==> src/ptu_pkg.sv <==
// shared constants for the precision time stamp unit
package ptu_pkg;
	// geometry
	localparam int NUM_PORTS = 4;
	localparam int SRC_N     = 8;
	localparam int SEC_W     = 48;
	localparam int NS_W      = 30;
	localparam int TS_W      = 32;
	localparam int FIFO_D    = 16;
	localparam int FIFO_W    = 35;
	// stamp entry fields
	localparam int ENT_DIR   = 34;
	localparam int ENT_PORT  = 32;
	// synchroniser vector layout
	localparam int SY_RXF    = 0;
	localparam int SY_TXF    = 4;
	localparam int SY_RXP    = 8;
	localparam int SY_TXP    = 12;
	localparam int SY_RXV    = 16;
	localparam int SY_TXV    = 20;
	localparam int SY_RXE    = 24;
	localparam int SY_TXE    = 28;
	localparam int SY_GPIO   = 32;
	localparam int SY_W      = 33;
	// time base
	localparam int CLK_HZ          = 10_000_000;
	localparam int NS_PER_SEC_I    = 1_000_000_000;
	localparam logic [30:0] NS_WRAP = 31'h3b9aca00;
	localparam int CLK_NS          = NS_PER_SEC_I / CLK_HZ;
	localparam logic [8:0] NS_STEP = 9'(CLK_NS);
	// output pulse width, least time rounded up
	localparam int PULSE_NS        = 1000;
	localparam int PULSE_CYC_I     = (PULSE_NS + CLK_NS - 1) / CLK_NS;
	localparam logic [3:0] PULSE_CYC = 4'(PULSE_CYC_I < 1 ? 1 : PULSE_CYC_I);
	// reset values
	localparam logic [SEC_W-1:0] SEC_RST = 48'h0;
	localparam logic [NS_W-1:0]  NS_RST  = 30'h0;
	// compare sequencer
	typedef enum logic [2:0] {
		CMP_IDLE  = 3'b001,
		CMP_ARMED = 3'b010,
		CMP_PULSE = 3'b100
	} ptu_cmp_e;
endpackage : ptu_pkg

==> src/ptu_top.sv <==
// time stamp unit: local time counter, events, gpio, port stamp engines
//
// Behaviour
// only version 2 frames are stamped in standalone mode
// every port stamps rx and tx, any role
// 48-bit seconds, 30-bit ns single time source
// target compare raises event and gpio events
// gpio input captures or loads local time
// gpio output driven by target compare event
// four port engines plus one shared part
// port rx/tx frame signals enter via synchronisers
// time and event logic on the one clock
// standalone mode stamps only classified ptp frames
// header mode stamps every express frame, host uses headers
// express frames stamped, preemptable fragments skipped
// software loads time of day value
// arrival stamps pushed into the stamp fifo
// compact stamp is two zero bits, 30 ns
// ns wraps at one billion, seconds increment
// cross domain inputs pass two flip-flops
`timescale 1ns/1ns

// stamp fifo with registered output stage
module ptu_fifo #(
	parameter int W     = 35,
	parameter int DEPTH = 16
) (
	// clock and reset
	input  wire logic         clock,
	input  wire logic         rst,
	// fill side
	input  wire logic         in_valid,
	output logic              in_ready,
	input  wire logic [W-1:0] in_data,
	// drain side
	output logic              out_valid,
	input  wire logic         out_ready,
	output logic [W-1:0]      out_data
);
	localparam int AW = $clog2(DEPTH);
	logic [W-1:0] mem [0:DEPTH-1];
	logic [AW-1:0] wr_ptr, rd_ptr, next_wr_ptr, next_rd_ptr;
	logic [AW:0]   count, next_count;
	logic          next_out_valid;
	logic [W-1:0]  next_out_data;
	logic          push, pop;

	// pointer and output stage next values
	always_comb begin
		in_ready       = (count != (AW+1)'(DEPTH));
		push           = in_valid && in_ready;
		pop            = (count != '0) && (!out_valid || out_ready);
		next_wr_ptr    = push ? wr_ptr + 1'b1 : wr_ptr;
		next_rd_ptr    = pop ? rd_ptr + 1'b1 : rd_ptr;
		next_count     = count + (AW+1)'(push) - (AW+1)'(pop);
		next_out_valid = pop ? 1'b1 : (out_ready ? 1'b0 : out_valid);
		next_out_data  = pop ? mem[rd_ptr] : out_data;
	end

	// storage has no reset, control does
	always_ff @(posedge clock) begin
		if (push) begin
			mem[wr_ptr] <= in_data;
		end
		if (rst) begin
			wr_ptr    <= '0;
			rd_ptr    <= '0;
			count     <= '0;
			out_valid <= 1'b0;
			out_data  <= '0;
		end else begin
			wr_ptr    <= next_wr_ptr;
			rd_ptr    <= next_rd_ptr;
			count     <= next_count;
			out_valid <= next_out_valid;
			out_data  <= next_out_data;
		end
	end
endmodule : ptu_fifo

module ptu_top (
	// clock and reset
	input  wire logic                  clock,
	input  wire logic                  rst,
	// port frame strobes from port clock domains
	input  wire logic [3:0]            rx_frame,
	input  wire logic [3:0]            tx_frame,
	input  wire logic [3:0]            rx_ptp,
	input  wire logic [3:0]            tx_ptp,
	input  wire logic [3:0]            rx_v2,
	input  wire logic [3:0]            tx_v2,
	input  wire logic [3:0]            rx_express,
	input  wire logic [3:0]            tx_express,
	// mode and time control
	input  wire logic                  standalone_mode,
	input  wire logic signed [7:0]     rate_trim,
	input  wire logic                  time_of_day_load,
	input  wire logic [47:0]           time_of_day_sec,
	input  wire logic [29:0]           time_of_day_ns,
	// target compare
	input  wire logic                  target_arm,
	input  wire logic [47:0]           target_sec,
	input  wire logic [29:0]           target_ns,
	// gpio pin and its setup
	input  wire logic                  gpio_is_output,
	input  wire logic                  gpio_load_mode,
	input  wire logic                  gpio_pin_in,
	output logic                       gpio_pin_out,
	output logic                       gpio_pin_oe_n,
	// time outputs
	output logic [47:0]                local_time_counter_sec,
	output logic [29:0]                local_time_counter_ns,
	output logic                       one_second_pulse,
	output logic                       event_pulse,
	output logic [47:0]                capture_sec,
	output logic [29:0]                capture_ns,
	output logic                       capture_valid,
	// stamp stream
	output logic                       ts_valid,
	input  wire logic                  ts_ready,
	output logic [31:0]                ts_data,
	output logic [1:0]                 ts_port,
	output logic                       ts_dir,
	output logic                       ts_drop
);
	// time at or past target compare
	function automatic logic time_ge(input logic [47:0] s, input logic [29:0] n,
		input logic [47:0] ts, input logic [29:0] tn);
		time_ge = (s > ts) || ((s == ts) && (n >= tn));
	endfunction : time_ge

	// frame qualifies for a stamp in the current mode
	function automatic logic stamp_ok(input logic ptp, input logic v2, input logic expr,
		input logic standalone);
		stamp_ok = expr && (!standalone || (ptp && v2));
	endfunction : stamp_ok

	// synchronisers
	logic [ptu_pkg::SY_W-1:0] sy_a, sy_b, sy_prev;
	always_ff @(posedge clock) begin
		if (rst) begin
			sy_a    <= '0;
			sy_b    <= '0;
			sy_prev <= '0;
		end else begin
			sy_a    <= {gpio_pin_in, tx_express, rx_express, tx_v2, rx_v2,
				tx_ptp, rx_ptp, tx_frame, rx_frame};
			sy_b    <= sy_a;
			sy_prev <= sy_b;
		end
	end

	logic gpio_rise;
	assign gpio_rise = sy_b[ptu_pkg::SY_GPIO] && !sy_prev[ptu_pkg::SY_GPIO] && !gpio_is_output;

	// local time counter
	logic [47:0] next_sec;
	logic [29:0] next_ns;
	logic [30:0] ns_sum;
	logic [8:0]  ns_inc;
	logic        ns_wrap;
	logic [3:0]  pps_cnt, next_pps_cnt;
	logic        next_pps;
	logic [47:0] next_cap_sec;
	logic [29:0] next_cap_ns;
	logic        next_cap_valid;

	always_comb begin
		ns_inc  = ptu_pkg::NS_STEP + 9'(rate_trim); // tunable rate
		ns_sum  = {1'b0, local_time_counter_ns} + 31'(ns_inc);
		ns_wrap = ns_sum >= ptu_pkg::NS_WRAP;
		next_sec = local_time_counter_sec;
		next_ns  = ns_sum[29:0];
		if (ns_wrap) begin
			next_ns  = 30'(ns_sum - ptu_pkg::NS_WRAP);
			next_sec = local_time_counter_sec + 48'h1;
		end
		// load beats the tick; preset must already be below one billion
		if (time_of_day_load) begin
			next_sec = time_of_day_sec;
			next_ns  = time_of_day_ns;
		end else if (gpio_rise && gpio_load_mode) begin
			next_sec = time_of_day_sec;
			next_ns  = time_of_day_ns;
		end
		next_pps_cnt = ns_wrap ? ptu_pkg::PULSE_CYC :
			(pps_cnt != 4'h0 ? pps_cnt - 4'h1 : 4'h0);
		next_pps     = next_pps_cnt != 4'h0;
		next_cap_valid = gpio_rise && !gpio_load_mode;
		next_cap_sec   = next_cap_valid ? local_time_counter_sec : capture_sec;
		next_cap_ns    = next_cap_valid ? local_time_counter_ns : capture_ns;
	end

	// one time source for every stamp and event
	always_ff @(posedge clock) begin
		if (rst) begin
			local_time_counter_sec <= ptu_pkg::SEC_RST;
			local_time_counter_ns  <= ptu_pkg::NS_RST;
			pps_cnt                <= 4'h0;
			one_second_pulse       <= 1'b0;
			capture_sec            <= 48'h0;
			capture_ns             <= 30'h0;
			capture_valid          <= 1'b0;
		end else begin
			local_time_counter_sec <= next_sec;
			local_time_counter_ns  <= next_ns;
			pps_cnt                <= next_pps_cnt;
			one_second_pulse       <= next_pps;
			capture_sec            <= next_cap_sec;
			capture_ns             <= next_cap_ns;
			capture_valid          <= next_cap_valid;
		end
	end

	// target compare sequencer
	ptu_pkg::ptu_cmp_e cmp_state, next_cmp_state;
	logic [3:0] cmp_cnt, next_cmp_cnt;
	logic       next_event, next_gpio_out, next_oe_n;

	always_comb begin
		next_cmp_state = cmp_state;
		next_cmp_cnt   = cmp_cnt;
		next_event     = 1'b0;
		case (cmp_state)
			ptu_pkg::CMP_IDLE: begin
				if (target_arm) begin
					next_cmp_state = ptu_pkg::CMP_ARMED;
				end
			end
			ptu_pkg::CMP_ARMED: begin
				if (time_ge(local_time_counter_sec, local_time_counter_ns,
					target_sec, target_ns)) begin
					next_cmp_state = ptu_pkg::CMP_PULSE;
					next_cmp_cnt   = ptu_pkg::PULSE_CYC;
					next_event     = 1'b1;
				end
			end
			ptu_pkg::CMP_PULSE: begin
				next_cmp_cnt = cmp_cnt - 4'h1;
				if (cmp_cnt == 4'h1) begin
					next_cmp_state = ptu_pkg::CMP_IDLE;
				end
			end
			default: begin
				next_cmp_state = ptu_pkg::CMP_IDLE;
			end
		endcase
		// pin drives the compare pulse only while set as output
		next_gpio_out = gpio_is_output && (next_cmp_state == ptu_pkg::CMP_PULSE);
		next_oe_n     = !gpio_is_output;
	end

	always_ff @(posedge clock) begin
		if (rst) begin
			cmp_state     <= ptu_pkg::CMP_IDLE;
			cmp_cnt       <= 4'h0;
			event_pulse   <= 1'b0;
			gpio_pin_out  <= 1'b0;
			gpio_pin_oe_n <= 1'b1;
		end else begin
			cmp_state     <= next_cmp_state;
			cmp_cnt       <= next_cmp_cnt;
			event_pulse   <= next_event;
			gpio_pin_out  <= next_gpio_out;
			gpio_pin_oe_n <= next_oe_n;
		end
	end

	// stamp engines: sources 0-3 rx ports, 4-7 tx ports
	logic [ptu_pkg::SRC_N-1:0] pend, next_pend, hit;
	logic [31:0] stamp [0:ptu_pkg::SRC_N-1];
	logic [31:0] next_stamp [0:ptu_pkg::SRC_N-1];
	logic        next_drop;
	logic        push_valid, push_ready;
	logic [2:0]  pick;
	logic [ptu_pkg::FIFO_W-1:0] push_data, fifo_out;

	always_comb begin
		hit       = '0;
		next_drop = 1'b0;
		pick      = 3'h0;
		for (int p = 0; p < ptu_pkg::NUM_PORTS; p++) begin
			hit[p] = sy_b[ptu_pkg::SY_RXF+p] && !sy_prev[ptu_pkg::SY_RXF+p] &&
				stamp_ok(sy_b[ptu_pkg::SY_RXP+p], sy_b[ptu_pkg::SY_RXV+p],
				sy_b[ptu_pkg::SY_RXE+p], standalone_mode);
			hit[p+4] = sy_b[ptu_pkg::SY_TXF+p] && !sy_prev[ptu_pkg::SY_TXF+p] &&
				stamp_ok(sy_b[ptu_pkg::SY_TXP+p], sy_b[ptu_pkg::SY_TXV+p],
				sy_b[ptu_pkg::SY_TXE+p], standalone_mode);
		end
		// lowest pending source goes first
		for (int i = ptu_pkg::SRC_N - 1; i >= 0; i--) begin
			if (pend[i]) begin
				pick = 3'(i);
			end
		end
		push_valid = pend != '0;
		push_data  = {pick, stamp[pick]};
		next_pend  = pend;
		if (push_valid && push_ready) begin
			next_pend[pick] = 1'b0;
		end
		for (int i = 0; i < ptu_pkg::SRC_N; i++) begin
			next_stamp[i] = stamp[i];
			if (hit[i]) begin
				// a stamp still waiting is kept; the newer one is lost
				if (pend[i] && !(push_valid && push_ready && pick == 3'(i))) begin
					next_drop = 1'b1;
				end else begin
					next_pend[i]  = 1'b1; // set wins over push clear
					next_stamp[i] = {2'b00, local_time_counter_ns};
				end
			end
		end
	end

	always_ff @(posedge clock) begin
		if (rst) begin
			pend    <= '0;
			ts_drop <= 1'b0;
			for (int i = 0; i < ptu_pkg::SRC_N; i++) begin
				stamp[i] <= 32'h0;
			end
		end else begin
			pend    <= next_pend;
			ts_drop <= next_drop;
			for (int i = 0; i < ptu_pkg::SRC_N; i++) begin
				stamp[i] <= next_stamp[i];
			end
		end
	end

	// host stalls via ts_ready, which backs up into the pending flags
	ptu_fifo #(
		.W     (ptu_pkg::FIFO_W),
		.DEPTH (ptu_pkg::FIFO_D)
	) u_fifo (
		.clock     (clock),
		.rst       (rst),
		.in_valid  (push_valid),
		.in_ready  (push_ready),
		.in_data   (push_data),
		.out_valid (ts_valid),
		.out_ready (ts_ready),
		.out_data  (fifo_out)
	);

	assign ts_data = fifo_out[31:0];
	assign ts_port = fifo_out[ptu_pkg::ENT_PORT+1:ptu_pkg::ENT_PORT];
	assign ts_dir  = fifo_out[ptu_pkg::ENT_DIR];
endmodule : ptu_top

==> config.mk <==
export PLATFORM = sky130hd
export DESIGN_NAME = ptu_top
export DESIGN_NICKNAME = d
export VERILOG_FILES = /design/src/ptu_pkg.sv /design/src/ptu_top.sv
export SDC_FILE = /design/constraint.sdc
export NUM_CORES = 2
export LEC_CHECK = 0
export BUFFER_PORTS_ARGS = -buffer_cell sky130_fd_sc_hd__buf_2
export CORE_AREA = 2 2 267 295
export CTS_CLUSTER_DIAMETER = 40
export DETAILED_ROUTE_END_ITERATION = 12
export DIE_AREA = 0 0 269 297
export GPL_ROUTABILITY_DRIVEN = 0
export GPL_TIMING_DRIVEN = 0
export HOLD_SLACK_MARGIN = 0.02
export PLACE_DENSITY = 0.86
export SYNTH_ARGS = -nofsm -noshare
export SYNTH_HDL_FRONTEND = slang
export SYNTH_SLANG_ARGS = --single-unit
==> constraint.sdc <==
create_clock -name clock -period 5.82 [get_ports clock]
set_input_delay 0.582 -clock clock [delete_from_list [all_inputs] [get_ports clock]]
set_output_delay 0.582 -clock clock [all_outputs]
set_load 0.05 [all_outputs]
==> run summary <==
• **Top-Level Pins** 403
• **number of I/O port buffers** 399
• **cell area power density** 386 mW/mm²
• **Max rail drop VDD** 0.266 mV
• **Yosys warnings** 0
• **Crit path arrival time** 5.93 ns
• **fraction of registers with async set or reset after synthesis** 0
• **failing checks** max-capacitance violations, max-slew violations
• **half-perimeter wire length after placement** 98000 µm
• **clock tree root buffer cell** clkbuf_16
• **effective utilization at floorplan** 0.593
• **data required time of the critical path** 6.43 ns
• **Die Span X** 269 µm
• **Overflow after GRT** 0
• **Relative slew margins** -0.0745
• **maximum number of pins on one net before global-route repair** 31
• **Final Hold Fails** 0
• **Area Overhead vs Synth** 18.4%
• **wire length of the first global-routing pass** 211000 µm
• **first-pass detailed-route iteration total** 7
• **number of clock sinks seen by CTS** 1071
• **Final Instance Area** 0.0540 mm²
• **number of standard cells after synthesis** 3676
• **Crit. End Element** register
• **number of flip-flops and latches in the synthesized netlist** 1071
• **area of the core** 0.0770 mm²
• **cell depth of the worst min-delay path** 3
• **Routed WL per cell** 26.7 µm
• **Hold/Removal Path Class** input pin to register
• **Die Height** 297 µm
• **Inserted Clock Buffers** 130
• **worst-path maximum fanout** 10
• **cell with the most instances after synthesis** edfxtp_1
• **launch point of the worst hold path** time_of_day_ns[27]
• **antenna violations before repair** 8
• **Total GRT Usage** 0.363
• **post-synth top area share** 0.505
• **Post-synth top cells** 768 x edfxtp_1, 634 x nand2_1, 303 x dfxtp_1, 240 x nor2_1, 197 x nand3_1
• **vias post-DR** 34200
• **kind of launch point of the worst setup path** input pin
• **total number of placement rows** 107
• **vias in the first global route** 34200
• **Mapped Area** 0.0457 mm²
• **Post-CTS Setup Repair Bufs** 0
• **remaining design rule violation count** 0
• **CTS tree** built
• **average via count per standard cell** 6.33
• **Maximum Capacitance Violations** 1
• **crit share post-route** 0.915
• **count of endpoints failing setup in the final report** 0
• **fraction of the yosys area taken by sequential cells** 0.638
• **critical path start-end classification** input pin to register
• **Iteration-0 DRC Markers** 3848
• **final sum of negative setup slack** 0 ns
• **Static Leakage** 20.2 nW
• **Post-CTS Resized** 0
• **number of buffers inserted by hold repair at cts** 0
• **setup slack of the critical path after layout** 0.496 ns
• **residual antenna-violating net count after detailed routing** 0
• **Bufs on Longest Clock Path** 3
• **Max Clock Freq** 188 MHz
• **cell area after placement** 0.0496 mm²
• **final setup skew** 0.0290 ns
• **max-slew violations** 11
• **result of the run** finished with violations
• **Worst R2R Start** local_time_counter_ns[4]
• **final worst path period need** 5.32 ns
• **post-synth cell types** 89
• **final wirelength** 144000 µm
• **number of flops mapped to enable cells by yosys** 768
• **Register-to-Register Path Depth** 15
• **post-synth top area cell** edfxtp_1
• **CP Launch Point** rate_trim[2]
• **worst slack after detailed placement** 0.0688 ns
• **source-to-sink clock delay at the later pin of the worst-skew pair** 0.73 ns
• **top flip-flop cell by instance count after synthesis** edfxtp_1
• **top cells by area, synth** edfxtp_1 51%, dfxtp_1 13%, mux4_2 8.1%
• **ratio of cells with drive above 1 in the final layout** 0.200
• **synthesized area per cell** 12.4 µm²
• **CTS H-tree lvls** 4
• **nets** 4563
• **Total Die Area** 0.0799 mm²
• **setup repair after global routing missed its margin** false
• **actual slew at the worst max-slew pin** 1.61 ns
• **register clock-pin slew on the reported worst setup and hold paths** 0.06 ns
flip-flops by register name, indices dropped and copies added (netlist names), 3 cells and up:
signal	count
local_time_counter_sec	48
capture_sec	48
cmp_cnt	4
sy_prev	9
sy_a	33
cmp_state	3
local_time_counter_ns	30
u_fifo.out_data	33
u_fifo.count	5
u_fifo.rd_ptr	4
pps_cnt	4
pend	8
stamp	240
u_fifo.wr_ptr	4
sy_b	33
u_fifo.mem	528
capture_ns	30
path summary, 6_finish.rpt:
check | endpoint | slack [ns]
min reg2reg | sy_b[17] | 0.43
min | local_time_counter_ns[27] | 0.06
max | local_time_counter_ns[18] | 0.50
max reg2reg | local_time_counter_ns[18] | 0.58
stage by stage:
step           hold slack, ns  utilization  total power [W]  instances
6_report               0.0639        0.702           0.0208       5400
3_3_place_gp            0.417        0.636           0.0124       5111
5_1_grt                0.0480        0.702           0.0214       5398
3_5_place_dp            0.420        0.645           0.0126       5155
2_1_floorplan           0.414            -           0.0114       3677
4_1_cts                0.0293        0.702           0.0208       5392
layout make-up:
cell class | count | area (µm²)
Inverter | 142 | 533
Sequential cell | 1071 | 29100
Antenna cell | 7 | 17.5
Buffer | 223 | 872
Clock inverter | 74 | 855
Multi-Input combinational cell | 2241 | 15200
Fill cell | 4857 | 22900
Tap cell | 1035 | 1290
Timing Repair Buffer | 444 | 2570
Clock buffer | 163 | 3540
cells by family (layout without fill, tap and decap cells):
logic type,Yosys count,in the layout,synth area share
XOR/XNOR,61,61,0.0117
buffers and inverters,365,1046,0.0308
adder cells (fa/ha/maj),105,105,0.0291
AO/OA/AOI/OAI,497,497,0.0665
other,1,9,0.0000821
flip-flops,1071,1071,0.638
AND/OR/NAND/NOR,1408,1408,0.142
multiplexers,168,168,0.0821
cell usage in the layout, fill, tap and decap left out, types with 24 or more instances in the layout:
master | synthesis | layout
edfxtp_1 | 768 | 768
nand2_1 | 634 | 632
buf_2 | 12 | 411
dfxtp_1 | 303 | 303
nor2_1 | 240 | 228
clkbuf_1 | 182 | 205
nand3_1 | 197 | 197
a21oi_1 | 194 | 194
mux4_2 | 165 | 165
inv_1 | 138 | 138
clkbuf_16 | 0 | 136
ha_1 | 103 | 103
o21ai_0 | 122 | 92
nor2b_1 | 87 | 87
nand4_1 | 51 | 51
and2_1 | 42 | 42
xor2_1 | 39 | 39
a21o_1 | 34 | 34
o21ai_1 | 3 | 32
nor3_1 | 35 | 31
a31oi_1 | 25 | 25
buf_1 | 24 | 24
layer usage:
| metal | wire (µm) | vias up | GRT usage |
|---|---|---|---|
| met4 | 13100 | 2 | 0.287 |
| met1 | 44900 | 16400 | 0.385 |
| met5 | 12 | - | 0 |
| li1 | - | 14600 | - |
| met3 | 14300 | 659 | 0.0887 |
| met2 | 72000 | 2555 | 0.615 |
critical path, stage by stage:
cell,delay [ns]
buf_2,0.12
ha_1,0.21
a21oi_1,0.19
xor2_1,0.25
ha_1,0.35
a21oi_1,0.27
o21ai_1,0.32
nor2_1,0.66
xnor2_1,0.29
ha_1,0.28
a21oi_1,0.31
a21oi_1,0.14
o21ai_0,0.35
a21oi_1,0.32
nor2_1,0.25
clkbuf_1,0.56
nand4_1,0.16
nand3_1,0.28
where the power goes:
group | leakage (nW) | internal [W] | switching (W)
clock network | 2.14 | 0.00495 | 0.00329
registers | 9.77 | 0.00848 | 0.000220
logic | 8.31 | 0.00140 | 0.00249
total | 20.2 | 0.0148 | 0.00601
No activity file was read; power rests on OpenSTA's default activity.
